==> src/rtl/hsbm_pkg.sv <==
// constants, states and pin layout of the host-side system bus port
// assumes a 40 MHz system clock; the bus clock is divided down from it
`default_nettype none
package hsbm_pkg;

    // clock and bus timing
    localparam int CLK_NS    = 25;
    localparam int T_SC_NS   = 60;
    localparam int T_AH_NS   = 50;
    localparam int T_BCY_NS  = 100;
    localparam int SC_CYC    = (T_SC_NS + CLK_NS - 1) / CLK_NS;
    localparam int AH_CYC    = (T_AH_NS + CLK_NS - 1) / CLK_NS;
    localparam int BCLK_HALF = (T_BCY_NS / 2 + CLK_NS - 1) / CLK_NS;
    localparam int INIT_CYC  = 16;
    localparam int CNT_W     = 8;

    // bus widths
    localparam int ADR_W = 20;
    localparam int DAT_W = 16;
    localparam int INT_N = 8;

    // bit positions of the synchronised input bundle
    localparam int SY_ADR  = 0;
    localparam int SY_DAT  = 20;
    localparam int SY_BHEN = 36;
    localparam int SY_MRDC = 37;
    localparam int SY_MWTC = 38;
    localparam int SY_XACK = 39;
    localparam int SY_BUSY = 40;
    localparam int SY_CBRQ = 41;
    localparam int SY_BREQ = 42;
    localparam int SY_INT  = 43;
    localparam int SY_W    = 51;

    // master sequencer for i/o writes
    typedef enum logic [2:0] {
        M_IDLE  = 3'b000,
        M_REQ   = 3'b001,
        M_ACQ   = 3'b010,
        M_SETUP = 3'b011,
        M_CMD   = 3'b100,
        M_HOLD  = 3'b101,
        M_REL   = 3'b110
    } hsbm_mst_t;

    // memory slave answering the device
    typedef enum logic [1:0] {
        S_IDLE = 2'b00,
        S_WAIT = 2'b01,
        S_ACK  = 2'b10,
        S_END  = 2'b11
    } hsbm_slv_t;

endpackage
`default_nettype wire

==> src/rtl/hsbm_sync.sv <==
// two-flip-flop synchroniser bank for backplane inputs
// assumes each bit is a level that may change at any time
`timescale 1ns/1ps
`default_nettype none
module hsbm_sync #(
    parameter int W     = 1,
    parameter logic [W-1:0] RST_VAL = '1
) (
    // clock, reset, enable
    input  wire  logic         clk_sys,
    input  wire  logic         rst_n,
    input  wire  logic         ce,
    // levels
    input  wire  logic [W-1:0] d,
    output logic       [W-1:0] q
);
    logic [W-1:0] meta_q;

    always_ff @(posedge clk_sys or negedge rst_n) begin
        if (!rst_n) begin
            meta_q <= RST_VAL;
            q      <= RST_VAL;
        end else if (ce) begin
            meta_q <= d;
            q      <= meta_q;
        end
    end
endmodule
`default_nettype wire

==> src/rtl/hsbm_host.sv <==
// host end of the system bus: bus clock, arbitration, i/o write master,
// memory slave for device transfers, interrupt and initialize lines
// assumes open-drain or two-way pins are resolved outside from the enables
//
// Functional notes
// - twenty address lines, top line most significant
// - active lowest address line selects even lane
// - low byte-high-enable gates odd lane
// - sixteen data lines, even low, odd high
// - device priority-out feeds next lower master
// - holder keeps busy; nobody else takes bus
// - eight active-low interrupts, line zero highest
// - i/o write: port address, port takes data
// - memory read: slave places location contents
// - memory write: data stored into location
// - slave acknowledges once transfer complete
`timescale 1ns/1ps
`default_nettype none
module hsbm_host
    import hsbm_pkg::*;
#(
    parameter int               MEM_WORDS = 16,
    parameter logic [ADR_W-1:0] MEM_BASE  = 20'h0_0000
) (
    // clock, reset, enable
    input  wire  logic             clk_sys,
    input  wire  logic             nrst,
    input  wire  logic             ce,
    // user i/o write request
    input  wire  logic             io_req,
    input  wire  logic [ADR_W-1:0] io_addr,
    input  wire  logic [DAT_W-1:0] io_data,
    input  wire  logic             io_bhe,
    output logic                   io_busy,
    output logic                   io_done,
    // user access to the local memory
    input  wire  logic             mem_we,
    input  wire  logic [7:0]       mem_addr,
    input  wire  logic [DAT_W-1:0] mem_wdata,
    output logic       [DAT_W-1:0] mem_rdata,
    // user initialize and status
    input  wire  logic             init_req,
    output logic       [INT_N-1:0] irq_active,
    output logic       [2:0]       irq_top,
    output logic                   irq_any,
    output logic                   dev_req,
    // bus clock and arbitration
    output logic                   bclk_n,
    output logic                   bprn_n,
    input  wire  logic             busy_n_i,
    output logic                   busy_n_o,
    output logic                   busy_n_oe,
    input  wire  logic             cbrq_n_i,
    input  wire  logic             breq_n_i,
    // address, lanes, data
    input  wire  logic [ADR_W-1:0] adr_n_i,
    output logic       [ADR_W-1:0] adr_n_o,
    output logic                   adr_n_oe,
    input  wire  logic             bhen_n_i,
    output logic                   bhen_n_o,
    input  wire  logic [DAT_W-1:0] dat_n_i,
    output logic       [DAT_W-1:0] dat_n_o,
    output logic                   dat_n_oe,
    // commands and acknowledge
    output logic                   iowc_n,
    input  wire  logic             mrdc_n_i,
    input  wire  logic             mwtc_n_i,
    input  wire  logic             xack_n_i,
    output logic                   xack_n_o,
    output logic                   xack_n_oe,
    // system lines
    output logic                   init_n,
    input  wire  logic [INT_N-1:0] int_n_i
);
    localparam int MEM_AW = (MEM_WORDS > 1) ? $clog2(MEM_WORDS) : 1;
    localparam logic [ADR_W-1:0] MEM_BYTES = ADR_W'(2 * MEM_WORDS);
    localparam logic [CNT_W-1:0] SC_CNT    = CNT_W'(SC_CYC - 1);
    localparam logic [CNT_W-1:0] AH_CNT    = CNT_W'(AH_CYC - 1);
    localparam logic [CNT_W-1:0] INIT_CNT  = CNT_W'(INIT_CYC);
    localparam logic [3:0]       HALF_CNT  = 4'(BCLK_HALF - 1);

    typedef struct packed {
        hsbm_mst_t                       mst;
        hsbm_slv_t                       slv;
        logic [3:0]                      bdiv;
        logic                            bclk;
        logic [CNT_W-1:0]                tcnt;
        logic [CNT_W-1:0]                init_cnt;
        logic                            bprn_n;
        logic                            busy_oe;
        logic [ADR_W-1:0]                adr_o;
        logic                            adr_oe;
        logic                            bhen_o;
        logic [DAT_W-1:0]                dat_o;
        logic                            dat_oe;
        logic                            iowc_n;
        logic                            xack_oe;
        logic                            init_n;
        logic                            io_busy;
        logic                            io_done;
        logic [ADR_W-1:0]                io_addr;
        logic [DAT_W-1:0]                io_data;
        logic                            io_bhe;
        logic                            rd_cmd;
        logic [MEM_AW-1:0]               idx;
        logic                            lane_even;
        logic                            lane_odd;
        logic [DAT_W-1:0]                mem_rdata;
        logic [INT_N-1:0]                irq;
        logic [2:0]                      irq_top;
        logic                            irq_any;
        logic                            dev_req;
        logic [MEM_WORDS-1:0][DAT_W-1:0] mem;
    } hsbm_state_t;

    // logical address <-> pin levels: lines 19..1 inverted, line 0 is the even enable
    function automatic logic [ADR_W-1:0] adr_swap(input logic [ADR_W-1:0] a);
        adr_swap = {~a[ADR_W-1:1], a[0]};
    endfunction

    logic [1:0]       rst_q;
    logic             rst_n;
    logic [SY_W-1:0]  sy;
    hsbm_state_t      q;
    hsbm_state_t      d;

    // reset release
    always_ff @(posedge clk_sys or negedge nrst) begin
        if (!nrst) begin
            rst_q <= 2'b00;
        end else begin
            rst_q <= {rst_q[0], 1'b1};
        end
    end
    assign rst_n = rst_q[1];

    hsbm_sync #(
        .W       (SY_W),
        .RST_VAL ({SY_W{1'b1}})
    ) u_sync (
        .clk_sys (clk_sys),
        .rst_n   (rst_n),
        .ce      (ce),
        .d       ({int_n_i, breq_n_i, cbrq_n_i, busy_n_i, xack_n_i,
                   mwtc_n_i, mrdc_n_i, bhen_n_i, dat_n_i, adr_n_i}),
        .q       (sy)
    );

    logic [ADR_W-1:0] s_adr;
    logic [DAT_W-1:0] s_dat;
    logic [INT_N-1:0] s_int;
    logic             s_busy_n;
    logic             s_xack_n;
    logic             s_rd;
    logic             s_wr;
    assign s_adr    = adr_swap(sy[SY_ADR +: ADR_W]);
    assign s_dat    = ~sy[SY_DAT +: DAT_W];
    assign s_int    = ~sy[SY_INT +: INT_N];
    assign s_busy_n = sy[SY_BUSY];
    assign s_xack_n = sy[SY_XACK];
    assign s_rd     = ~sy[SY_MRDC];
    assign s_wr     = ~sy[SY_MWTC];

    always_comb begin
        logic             tick;
        logic [ADR_W-1:0] off;
        logic             hit;
        d         = q;
        tick      = 1'b0;
        off       = s_adr - MEM_BASE;
        hit       = off < MEM_BYTES;
        d.io_done = 1'b0;

        // bus clock divider; arbitration steps on the falling bus clock edge
        if (q.bdiv == HALF_CNT) begin
            d.bdiv = 4'h0;
            d.bclk = ~q.bclk;
            tick   = q.bclk;
        end else begin
            d.bdiv = q.bdiv + 4'h1;
        end

        // initialize pulse
        if (init_req) begin
            d.init_cnt = INIT_CNT;
        end else if (q.init_cnt != '0) begin
            d.init_cnt = q.init_cnt - 1'b1;
        end
        d.init_n = (d.init_cnt == '0);

        // interrupt lines, lowest number wins
        d.irq     = s_int;
        d.irq_any = |s_int;
        d.irq_top = 3'h0;
        for (int i = INT_N - 1; i >= 0; i--) begin
            if (s_int[i]) begin
                d.irq_top = 3'(i);
            end
        end
        d.dev_req = ~sy[SY_CBRQ] | ~sy[SY_BREQ];

        // i/o write master
        case (q.mst)
            M_IDLE: begin
                if (io_req) begin
                    d.io_addr = io_addr;
                    d.io_data = io_data;
                    d.io_bhe  = io_bhe;
                    d.io_busy = 1'b1;
                    d.mst     = M_REQ;
                end
            end
            M_REQ: begin
                if (tick) begin
                    d.bprn_n = 1'b1;
                    d.mst    = M_ACQ;
                end
            end
            M_ACQ: begin
                if (tick && s_busy_n && q.slv == S_IDLE) begin
                    d.busy_oe = 1'b1;
                    d.adr_o   = adr_swap(q.io_addr);
                    d.adr_oe  = 1'b1;
                    d.bhen_o  = ~q.io_bhe;
                    d.dat_o   = ~q.io_data;
                    d.dat_oe  = 1'b1;
                    d.tcnt    = '0;
                    d.mst     = M_SETUP;
                end
            end
            M_SETUP: begin
                if (q.tcnt == SC_CNT) begin
                    d.iowc_n = 1'b0;
                    d.mst    = M_CMD;
                end else begin
                    d.tcnt = q.tcnt + 1'b1;
                end
            end
            M_CMD: begin
                if (!s_xack_n) begin
                    d.iowc_n = 1'b1;
                    d.tcnt   = '0;
                    d.mst    = M_HOLD;
                end
            end
            M_HOLD: begin
                if (q.tcnt == AH_CNT) begin
                    d.adr_oe = 1'b0;
                    d.dat_oe = 1'b0;
                    d.bhen_o = 1'b1;
                    d.mst    = M_REL;
                end else begin
                    d.tcnt = q.tcnt + 1'b1;
                end
            end
            M_REL: begin
                if (tick) begin
                    d.busy_oe = 1'b0;
                    d.bprn_n  = 1'b0;
                    d.io_busy = 1'b0;
                    d.io_done = 1'b1;
                    d.mst     = M_IDLE;
                end
            end
            default: begin
                d.mst = M_IDLE;
            end
        endcase

        // local memory, user write first so a device write in the same cycle wins
        if (mem_we && mem_addr < 8'(MEM_WORDS)) begin
            d.mem[MEM_AW'(mem_addr)] = mem_wdata;
        end
        d.mem_rdata = (mem_addr < 8'(MEM_WORDS)) ? q.mem[MEM_AW'(mem_addr)] : '0;

        // memory slave for device transfers; the device holds until acknowledged
        case (q.slv)
            S_IDLE: begin
                if ((s_rd || s_wr) && hit && q.mst != M_SETUP && q.mst != M_CMD && q.mst != M_HOLD) begin
                    d.rd_cmd    = s_rd;
                    d.idx       = off[MEM_AW:1];
                    d.lane_even = ~sy[SY_ADR];
                    d.lane_odd  = ~sy[SY_BHEN];
                    d.slv       = S_WAIT;
                end
            end
            S_WAIT: begin
                if (q.rd_cmd) begin
                    d.dat_o  = ~q.mem[q.idx];
                    d.dat_oe = 1'b1;
                end else begin
                    if (q.lane_even) begin
                        d.mem[q.idx][7:0] = s_dat[7:0];
                    end
                    if (q.lane_odd) begin
                        d.mem[q.idx][15:8] = s_dat[15:8];
                    end
                end
                d.slv = S_ACK;
            end
            S_ACK: begin
                d.xack_oe = 1'b1;
                d.slv     = S_END;
            end
            S_END: begin
                if (!s_rd && !s_wr) begin
                    d.xack_oe = 1'b0;
                    d.dat_oe  = 1'b0;
                    d.slv     = S_IDLE;
                end
            end
            default: begin
                d.slv = S_IDLE;
            end
        endcase
    end

    always_ff @(posedge clk_sys or negedge rst_n) begin
        if (!rst_n) begin
            q           <= '0;
            q.mst       <= M_IDLE;
            q.slv       <= S_IDLE;
            q.bclk      <= 1'b1;
            q.adr_o     <= {ADR_W{1'b1}};
            q.bhen_o    <= 1'b1;
            q.dat_o     <= {DAT_W{1'b1}};
            q.iowc_n    <= 1'b1;
            q.init_n    <= 1'b0;
            q.init_cnt  <= INIT_CNT;
        end else if (ce) begin
            q <= d;
        end
    end

    // pins and user outputs
    assign bclk_n     = q.bclk;
    assign bprn_n     = q.bprn_n;
    assign busy_n_o   = 1'b0;
    assign busy_n_oe  = q.busy_oe;
    assign adr_n_o    = q.adr_o;
    assign adr_n_oe   = q.adr_oe;
    assign bhen_n_o   = q.bhen_o;
    assign dat_n_o    = q.dat_o;
    assign dat_n_oe   = q.dat_oe;
    assign iowc_n     = q.iowc_n;
    assign xack_n_o   = 1'b0;
    assign xack_n_oe  = q.xack_oe;
    assign init_n     = q.init_n;
    assign io_busy    = q.io_busy;
    assign io_done    = q.io_done;
    assign mem_rdata  = q.mem_rdata;
    assign irq_active = q.irq;
    assign irq_top    = q.irq_top;
    assign irq_any    = q.irq_any;
    assign dev_req    = q.dev_req;
endmodule
`default_nettype wire

==> config.mk <==
export PLATFORM = sky130hd
export DESIGN_NAME = hsbm_host
export DESIGN_NICKNAME = d
export VERILOG_FILES = /design/src/rtl/hsbm_pkg.sv /design/src/rtl/hsbm_sync.sv /design/src/rtl/hsbm_host.sv
export SDC_FILE = /design/constraint.sdc
export NUM_CORES = 1
export LEC_CHECK = 0
export BUFFER_PORTS_ARGS = -buffer_cell sky130_fd_sc_hd__buf_4
export CAP_MARGIN = 40
export CORE_ASPECT_RATIO = 1.25
export CORE_MARGIN = 2
export CORE_UTILIZATION = 34
export CTS_BUF_LIST = sky130_fd_sc_hd__clkbuf_16
export CTS_CLUSTER_DIAMETER = 40
export DETAILED_ROUTE_END_ITERATION = 12
export GPL_TIMING_DRIVEN = 0
export PLACE_DENSITY = 0.6
export REMOVE_ABC_BUFFERS = 1
export SLEW_MARGIN = 20
export SYNTH_ARGS = -nofsm -noshare
export SYNTH_HDL_FRONTEND = slang
export SYNTH_SLANG_ARGS = --single-unit
==> constraint.sdc <==
create_clock -name clk_sys -period 17.16 [get_ports clk_sys]
set_input_delay 2.574 -clock clk_sys [delete_from_list [all_inputs] [get_ports clk_sys]]
set_output_delay 2.574 -clock clk_sys [all_outputs]
set_load 0.01 [all_outputs]
* Word-level counts from Yosys, hierarchy flattened
Index checks and enable logic that the tools add are counted.
Operators by class: $add $sub $neg 3, order comparisons 6, eq/ne operators 26, muxes and demuxes 72, bitwise operators 15, reductions and logical operators 36
Operator list (number):
- $mux W256 | 7
- $bwmux W256 | 3
- $demux W16 S4 | 3
- $bmux W16 S4 | 2
- $mux W16 | 7
- $mux W8 | 7
- $not A16 Y16 | 3
- $mux W3 | 15
- $mux W40 | 1
- $not A19 Y19 | 2
- $pmux W8 S4 | 1
- $pmux W3 S7 | 1
- $lt A20 B6 Y1 const B | 1
- $ne A2 B2 Y1 const B | 10
- $reduce_and A4 Y1 | 5
- $mux W17 | 1
- $reduce_and A3 Y1 | 5
- $pmux W1 S2 | 7
- $reduce_bool A2 Y1 | 6
- $logic_and A1 B1 Y1 | 10
- $lt A4 B5 Y1 const B | 2
- $mux W2 | 5
- $eq A3 B3 Y1 const B | 3
- $mux W1 | 9
- other kinds (31) | 42
Word-level totals: flip-flop bits (word level) 505, bits of input ports 118, output and inout bits 78, logic and storage cells 207

* Logic depth before layout (Yosys ltp)
Gate-level depths: netlist of the first run.
depth after elaboration 14, depth in mapped cells 9, mapped depth without buffers 7

* Modules after synthesis
Synthesis of the first run repeated with hierarchy kept, for this count alone.
Unflattened totals: cells, all modules 2279, area total of the unflattened synthesis 26436.6 µm²
By module, submodules not included:
- hsbm_host | instances 1, cells each 2064, area an instance 22200.0 µm², sequential area each 10134.7 µm²
- hsbm_sync | instances 1, cells each 215, area an instance 4236.6 µm², sequential area each 2680.1 µm²

* Worst setup path after synthesis of the first run
OpenSTA, ideal clock, no wires.
path kind input to register, start point input port mem_addr[1], end point register q, in the netlist mem_rdata[6], library setup time 0.124 ns, data arrival time 4.211 ns, data required time 17.036 ns, path slack 12.824 ns, cell stages on the path 7, path buffers 3, cell sequence buf_2 buf_2 buf_1 mux4_2 mux2_2 a22oi_1 nand2_1
On the way: longest elaborated chain between the ends 3, elaborated cells between the ends (all ways) 4, classes of those cells order compare (1); mux (3)
Ends and longest elaborated chain:
- from (decl) | RTL line hsbm_host.sv:38 | input wire logic [7:0] mem_addr,
- $bmux W16 S4 | RTL line hsbm_host.sv:274 | d.mem_rdata = (mem_addr < 8'(MEM_WORDS)) ? q.mem[MEM_AW'(mem_addr)] : '0;
- $mux W16 (not written as such) | RTL line hsbm_host.sv:274
- $mux W16 (*) | RTL line hsbm_host.sv:274
- to (decl) | RTL line hsbm_host.sv:124 | hsbm_state_t q;
Every way passes the cells marked *; elsewhere a longest branch is shown, timed or not. The select of a mux whose other input is x is not followed. A chain may end at the register's enable or synchronous reset.

==> reports/results.txt, run 1 <==
Status: completed
Ys flop type: dfrtp_1
Final WL: 81.17 mm
Starting Density: 34.41%
Core region area: 76070 µm²
Distinct cells, synth: 79
# clock sinks: 505
Number of global-route vias before repair: 20740
Clk Latency, worst-skew pair: 640 ps
YS warnings: 0
RSZ-0062 raised after global routing: false
Final nets: 2444
Cells after Synth: 2210
Layout cells sized above 1: 39.91%
P per Cell Area: 120.5 nW/µm²
Worst-margin pin slew: 1090 ps
Post-synth EDFFs: 0
Post-synthesis register bit count: 505
Worst endpoint data arrival time: 5570 ps
GRT overflow: 0
Period minus WS final: 5055 ps
CTS Buf Count: 81
Io pins: 196
Mapped cell area: 26180 µm²
Post-cts resize count: 0
Total number of vias: 20080
Hold Path Class: reg -> async
Row Count: 113
Final Slew Violations: 0
Detailed Route Iter0 Violations: 2264
Total power: 3.765 mW
Final hold violation count: 0
Finish-stage setup viols: 0
Slew HR: 27.31%
IO Port Bufs: 193
Die Span X: 252.2 µm
Root buf cell: clkbuf_16
Share of the synthesized area in the top cell type: 34.70%
Leakage: 12.79 nW
Placed Instances: 3198
CP max FO: 103
Worst setup SP type: primary input
Post-Layout Cell Count: 3360
Peak VDD IR: 0.0001037 V
Worst Path Required: 17680 ps
N_diodes: 0
Clk buf depth: 3
Tot GR Track Use: 20.33%
Die Height: 314.2 µm
Antenna violations before repair: 5
First-pass GRT wire length: 124.9 mm
Clock Skew: 27.94 ps
Fmax: 197.8 MHz
Post-synth ARST share: 100.0%
Fill cells: 7073
Antenna-violating nets left: 0
Seq/Total Area, Yosys: 48.95%
Residual DRC count: 0
WL per Instance: 24.16 µm
HPWL after detailed placement: 57.78 mm
Area added between synthesis and finish: 19.39%
Critical Path Sink Type: flip-flop
Detailed Routing Iterations Pass 1: 9
Largest net degree at the start of global routing: 104
Period utilisation layout: 29.46%
CTS tree: built
Area occupied by multi-input gates: 11920 µm²
Mean post-synth cell area: 11.85 µm²
Detailed-route vias per instance: 5.976
GP Congestion: 0.8605
CTS Hold Bufs: 0
Register area: 12830 µm²
Critical path class: in -> reg
H-Tree Depth: 3
Die area: 79240 µm²
Reg clk slew, reported paths: 70 ps
Area leader, netlist: dfrtp_1
Max Cap Viol: 0
Setup bufs post-CTS: 0
Main area contributors after synthesis: dfrtp_1, dfstp_2, mux4_2
==> area by class of cell <==
type	instances	area share (%)
well taps	977	3.911
flip-flops and latches	505	41.04
multi-input cells	1386	38.13
repair buffers	237	7.010
inverters	103	1.245
clock buffers	82	6.566
clock inverters	70	2.098
==> state kept, by name (all words and copies together), names as in the netlist, 2 cells and up <==
| signal | cells |
|---|---|
| dat_n_o | 16 |
| irq_top | 3 |
| u_sync.meta_q | 51 |
| rst_q | 2 |
| adr_n_o | 20 |
| mem_rdata | 16 |
| irq_active | 8 |
| u_sync.q | 51 |
| q | 325 |
==> metal layers <==
metal | share of wire, % | global-route usage [%]
met4 | 3.9 | 9.857
met1 | 39 | 24.92
met2 | 49 | 33.97
met5 | 0.079 | 0
met3 | 8.4 | 4.490
==> placed cells by master (no fill, tap or decap), types with 82 or more instances in the layout <==
cell       Yosys  final
buf_4         66    198
dfstp_2      142    142
dfrtp_1      363    360
o221a_2      116    116
a222oi_1      83     83
clkbuf_16      0     82
inv_1        102    108
nand2_1      207    207
nor2_1       149    146
mux2_2       158    158
mux4_2       115    115
==> Yosys cell counts (all sizes together), types with 5 or more instances <==
library cell    n
nor2          158
mux2i          36
a211oi         10
ha             12
o21a           18
o21ai          84
dfrtp         363
mux4          115
a222oi         83
nor2b          14
nand2b         25
o41ai           5
buf           127
a22oi          46
o221a         116
a221oi         60
o2bb2ai         9
nand2         207
o211ai         13
and2           27
dfstp         142
mux2          159
a21oi          30
nand3          23
o22ai          25
clkbuf         90
nor3           20
a31oi           7
and3            6
nand4          11
nor3b           5
inv           103
or2             6
==> through the flow <==
stage	hold slack (ps)	worst slack, ps	util, %	area [µm²]	TNS, ps
6_report	207.9	12110	41.09	31250	0
5_1_grt	222.6	11990	41.09	31250	0
4_1_cts	213.8	12140	40.99	31180	0
3_5_place_dp	214.5	11460	37.43	28470	0
3_3_place_gp	339.2	-3502	36.48	27750	-1244300
2_1_floorplan	331.2	2290	-	25080	0
==> logic make-up after synthesis <==
| logic type | Yosys count | synth area share, % |
|---|---|---|
| DFF | 505 | 48.95 |
| buffers and inverters | 320 | 5.702 |
| other | 2 | 0.02869 |
| xor gates and xnor gates | 5 | 0.1673 |
| adders and majority gates | 12 | 0.5735 |
| AOI/OAI and AO/OA | 529 | 17.02 |
| and+or+nand+nor | 527 | 9.430 |
| muxes | 310 | 18.12 |
==> final timing paths <==
kind / from / to / slack [ps] / depth (start not counted)
worst min-delay path: rst_q[1] / irq_top[1] / 210 / 0
worst max register to register: q[287] / q[58] / 13490 / 6
max in group asynchronous: nrst / rst_q[1] / 15330 / 1
worst min register to register: rst_q[1] / irq_top[1] / 210 / 0
min in group clk_sys: rst_q[0] / rst_q[1] / 360 / 0
worst max-delay path: ce / q[207] / 12110 / 8
==> critical path, cell delays in order <==
cell	delay, ps
buf_8	90
buf_16	290
buf_16	380
inv_4	250
buf_16	290
nor3_1	480
a32oi_1	430
a222oi_1	500
==> report_power, final <==
part	switching (mW)	total [mW]	internal [mW]
Sequential	0.126	1.53	1.40
Clock	0.652	1.64	0.985
Combinational	0.302	0.602	0.299
(Power assumes the default switching activity.)
==> inputs of run 2 (changes only) <==
--- a/config.mk
+++ b/config.mk
@@ -14,7 +14,7 @@
 export CTS_CLUSTER_DIAMETER = 40
 export DETAILED_ROUTE_END_ITERATION = 12
 export GPL_TIMING_DRIVEN = 0
-export PLACE_DENSITY = 0.6
+export PLACE_DENSITY = 0.62
 export REMOVE_ABC_BUFFERS = 1
 export SLEW_MARGIN = 20
 export SYNTH_ARGS = -nofsm -noshare
==> constraint.sdc (replaced) <==
create_clock -name clk_sys -period 4.6 [get_ports clk_sys]
set_input_delay 0.69 -clock clk_sys [delete_from_list [all_inputs] [get_ports clk_sys]]
set_output_delay 0.69 -clock clk_sys [all_outputs]
set_load 0.01 [all_outputs]
==> run 2 against run 1 <==
Net effect: routed wire length down 0.41%; first-iteration DRC count up 13%; flip-flop and latch count unchanged; total power rose to 3.7 times the previous value; count of clock-buffer cells in the layout up 1; clock power rose to 3.8 times the previous value; final cell count about the same; register-to-register slack worse by 12000 ps; die area unchanged; combinational power rose to 3.7 times the previous value; critical endpoint is now q[79]; largest power group unchanged.
==> reports/results.txt, run 2 (synthesis gave the netlist of run 1 again) <==
Fmax: 284.5 MHz
RSZ-0062 raised after global routing: false
Worst R2R Start: q[289]
Status: completed
Worst-margin pin slew: 1124 ps
Core Util, Final: 41.16%
Number of global-route vias before repair: 20880
Fin Hold WS: 278.3 ps
Largest net degree at the start of global routing: 105
Place WS: 849.6 ps
WL per Instance: 24.07 µm
CTS tree: built
Largest regs: q (325), u_sync.meta_q (51), u_sync.q (51)
Clk Latency, worst-skew pair: 640 ps
Hold Path Class: in -> reg
Detailed Routing Iterations Pass 1: 9
Die Span X: 252.2 µm
Register area: 12830 µm²
Most frequent cells in the layout: dfrtp_1, nand2_1, buf_4, mux2_2, nor2_1
Die Height: 314.2 µm
Final nets: 2444
Leakage: 12.82 nW
Area occupied by multi-input gates: 11910 µm²
Die area: 79240 µm²
HPWL after detailed placement: 56.91 mm
Final Slew Violations: 0
Period minus WS final: 3515 ps
Core region area: 76070 µm²
Fill cells: 7060
Critical path class: reg -> reg
CP max FO: 14
Final WL: 80.84 mm
CP peak stage delay: 740 ps
FF-to-FF path depth: 5
H-Tree Depth: 3
Finish-stage setup viols: 0
Tot GR Track Use: 20.22%
Period utilisation layout: 76.42%
Total number of vias: 20070
Max reg flops: 325
Critical path, cell by cell: nand2b_1, or2_2, nor3_2, o21ai_0, a222oi_1
Antenna violations before repair: 9
CP max stage cell: dfrtp_1
First-pass GRT wire length: 124.5 mm
Detailed Route Iter0 Violations: 2563
Io pins: 196
CP bufs+invs: 0
Min setup slack post-route: 1085 ps
Total power: 14.10 mW
Max Cap Viol: 0
Worst Path Required: 5120 ps
Starting Density: 34.41%
Residual DRC count: 0
Worst setup SP type: flip-flop
N_diodes: 0
# clock sinks: 505
Final hold violation count: 0
R2R Setup Slk: 1080 ps
Post-cts resize count: 0
Detailed-route vias per instance: 5.975
Antenna-violating nets left: 0
Critical Path Sink Type: flip-flop
CTS Buf Count: 80
Worst hold start: io_addr[3]
Root buf cell: clkbuf_16
Reg clk slew, reported paths: 60 ps
Slew HR: 25.10%
Worst endpoint data arrival time: 4030 ps
GRT overflow: 0
Peak VDD IR: 0.0002868 V
Row Count: 113
GP Congestion: 0.8983
Area added between synthesis and finish: 19.60%
Commonest non-fill, non-tap cell in the layout: dfrtp_1
Layout cells sized above 1: 39.82%
IO Port Bufs: 193
Cell family with most CP delay: simple AND/OR/NAND/NOR gates
Setup bufs post-CTS: 0
P per Cell Area: 450.4 nW/µm²
Reg2reg end: q[79]
Worst Hold Depth: 2
Clk buf depth: 3
Most flop-heavy register: q
Clock Skew: 38.69 ps
Min-Delay Endpoint: q[312]
==> run 2: worst max path at each step <==
| stage | start | endpoint | slack [ps] | cells after the start |
|---|---|---|---|---|
| after detailed placement | ce | q[201] | 850 | 9 |
| after global placement | rst_q[1] | q[314] | -16200 | 0 |
| after CTS | q[290] | q[79] | 1100 | 5 |
| final | q[289] | q[79] | 1080 | 5 |
| after global routing | q[289] | q[79] | 900 | 5 |
| after floorplan | rst_q[1] | adr_n_oe | -10270 | 0 |
==> run 2: worst reg2reg max path, cell delays in order, from the launching register on <==
cell and delay [ps]:
dfrtp_1 740, nand2b_1 610, or2_2 540, nor3_2 580, o21ai_0 460, a222oi_1 480
==> run 2: layout make-up <==
class / count / share of cell area, %
clock buffer: 83 / 6.634
clock inverter: 66 / 2.166
inverter: 103 / 1.243
multi-input combinational: 1386 / 38.03
sequential: 505 / 40.97
tap: 977 / 3.905
timing repair buffer: 238 / 7.054
==> run 2: what timing repair did <==
action | in CTS | in global routing
endpoints found under the setup margin | 0 | 0
hold buffers | 1 | 0
endpoints found under the hold margin | 2 | 0
==> run 2: stage by stage <==
step,cell area [µm²],TNS (ps),std cells
5_1_grt,31310,0,3358
4_1_cts,31240,0,3349
6_report,31310,0,3358
2_1_floorplan,25080,-4563550,1994
3_5_place_dp,28470,0,3199
3_3_place_gp,27750,-7952990,3164
==> run 2: routing by layer <==
| metal | up-vias | GRT usage, % | wire, µm |
|---|---|---|---|
| li1 | 8655 | - | - |
| met1 | 10070 | 24.61 | 31570 |
| met2 | 1059 | 33.39 | 39230 |
| met3 | 265 | 4.870 | 6456 |
| met4 | 18 | 10.38 | 3459 |
| met5 | - | 0 | 120 |
==> run 2: where the power goes <==
part / internal, mW / switching, mW
Clock: 3.80 / 2.37
Sequential: 5.22 / 0.473
Combinational: 1.12 / 1.12
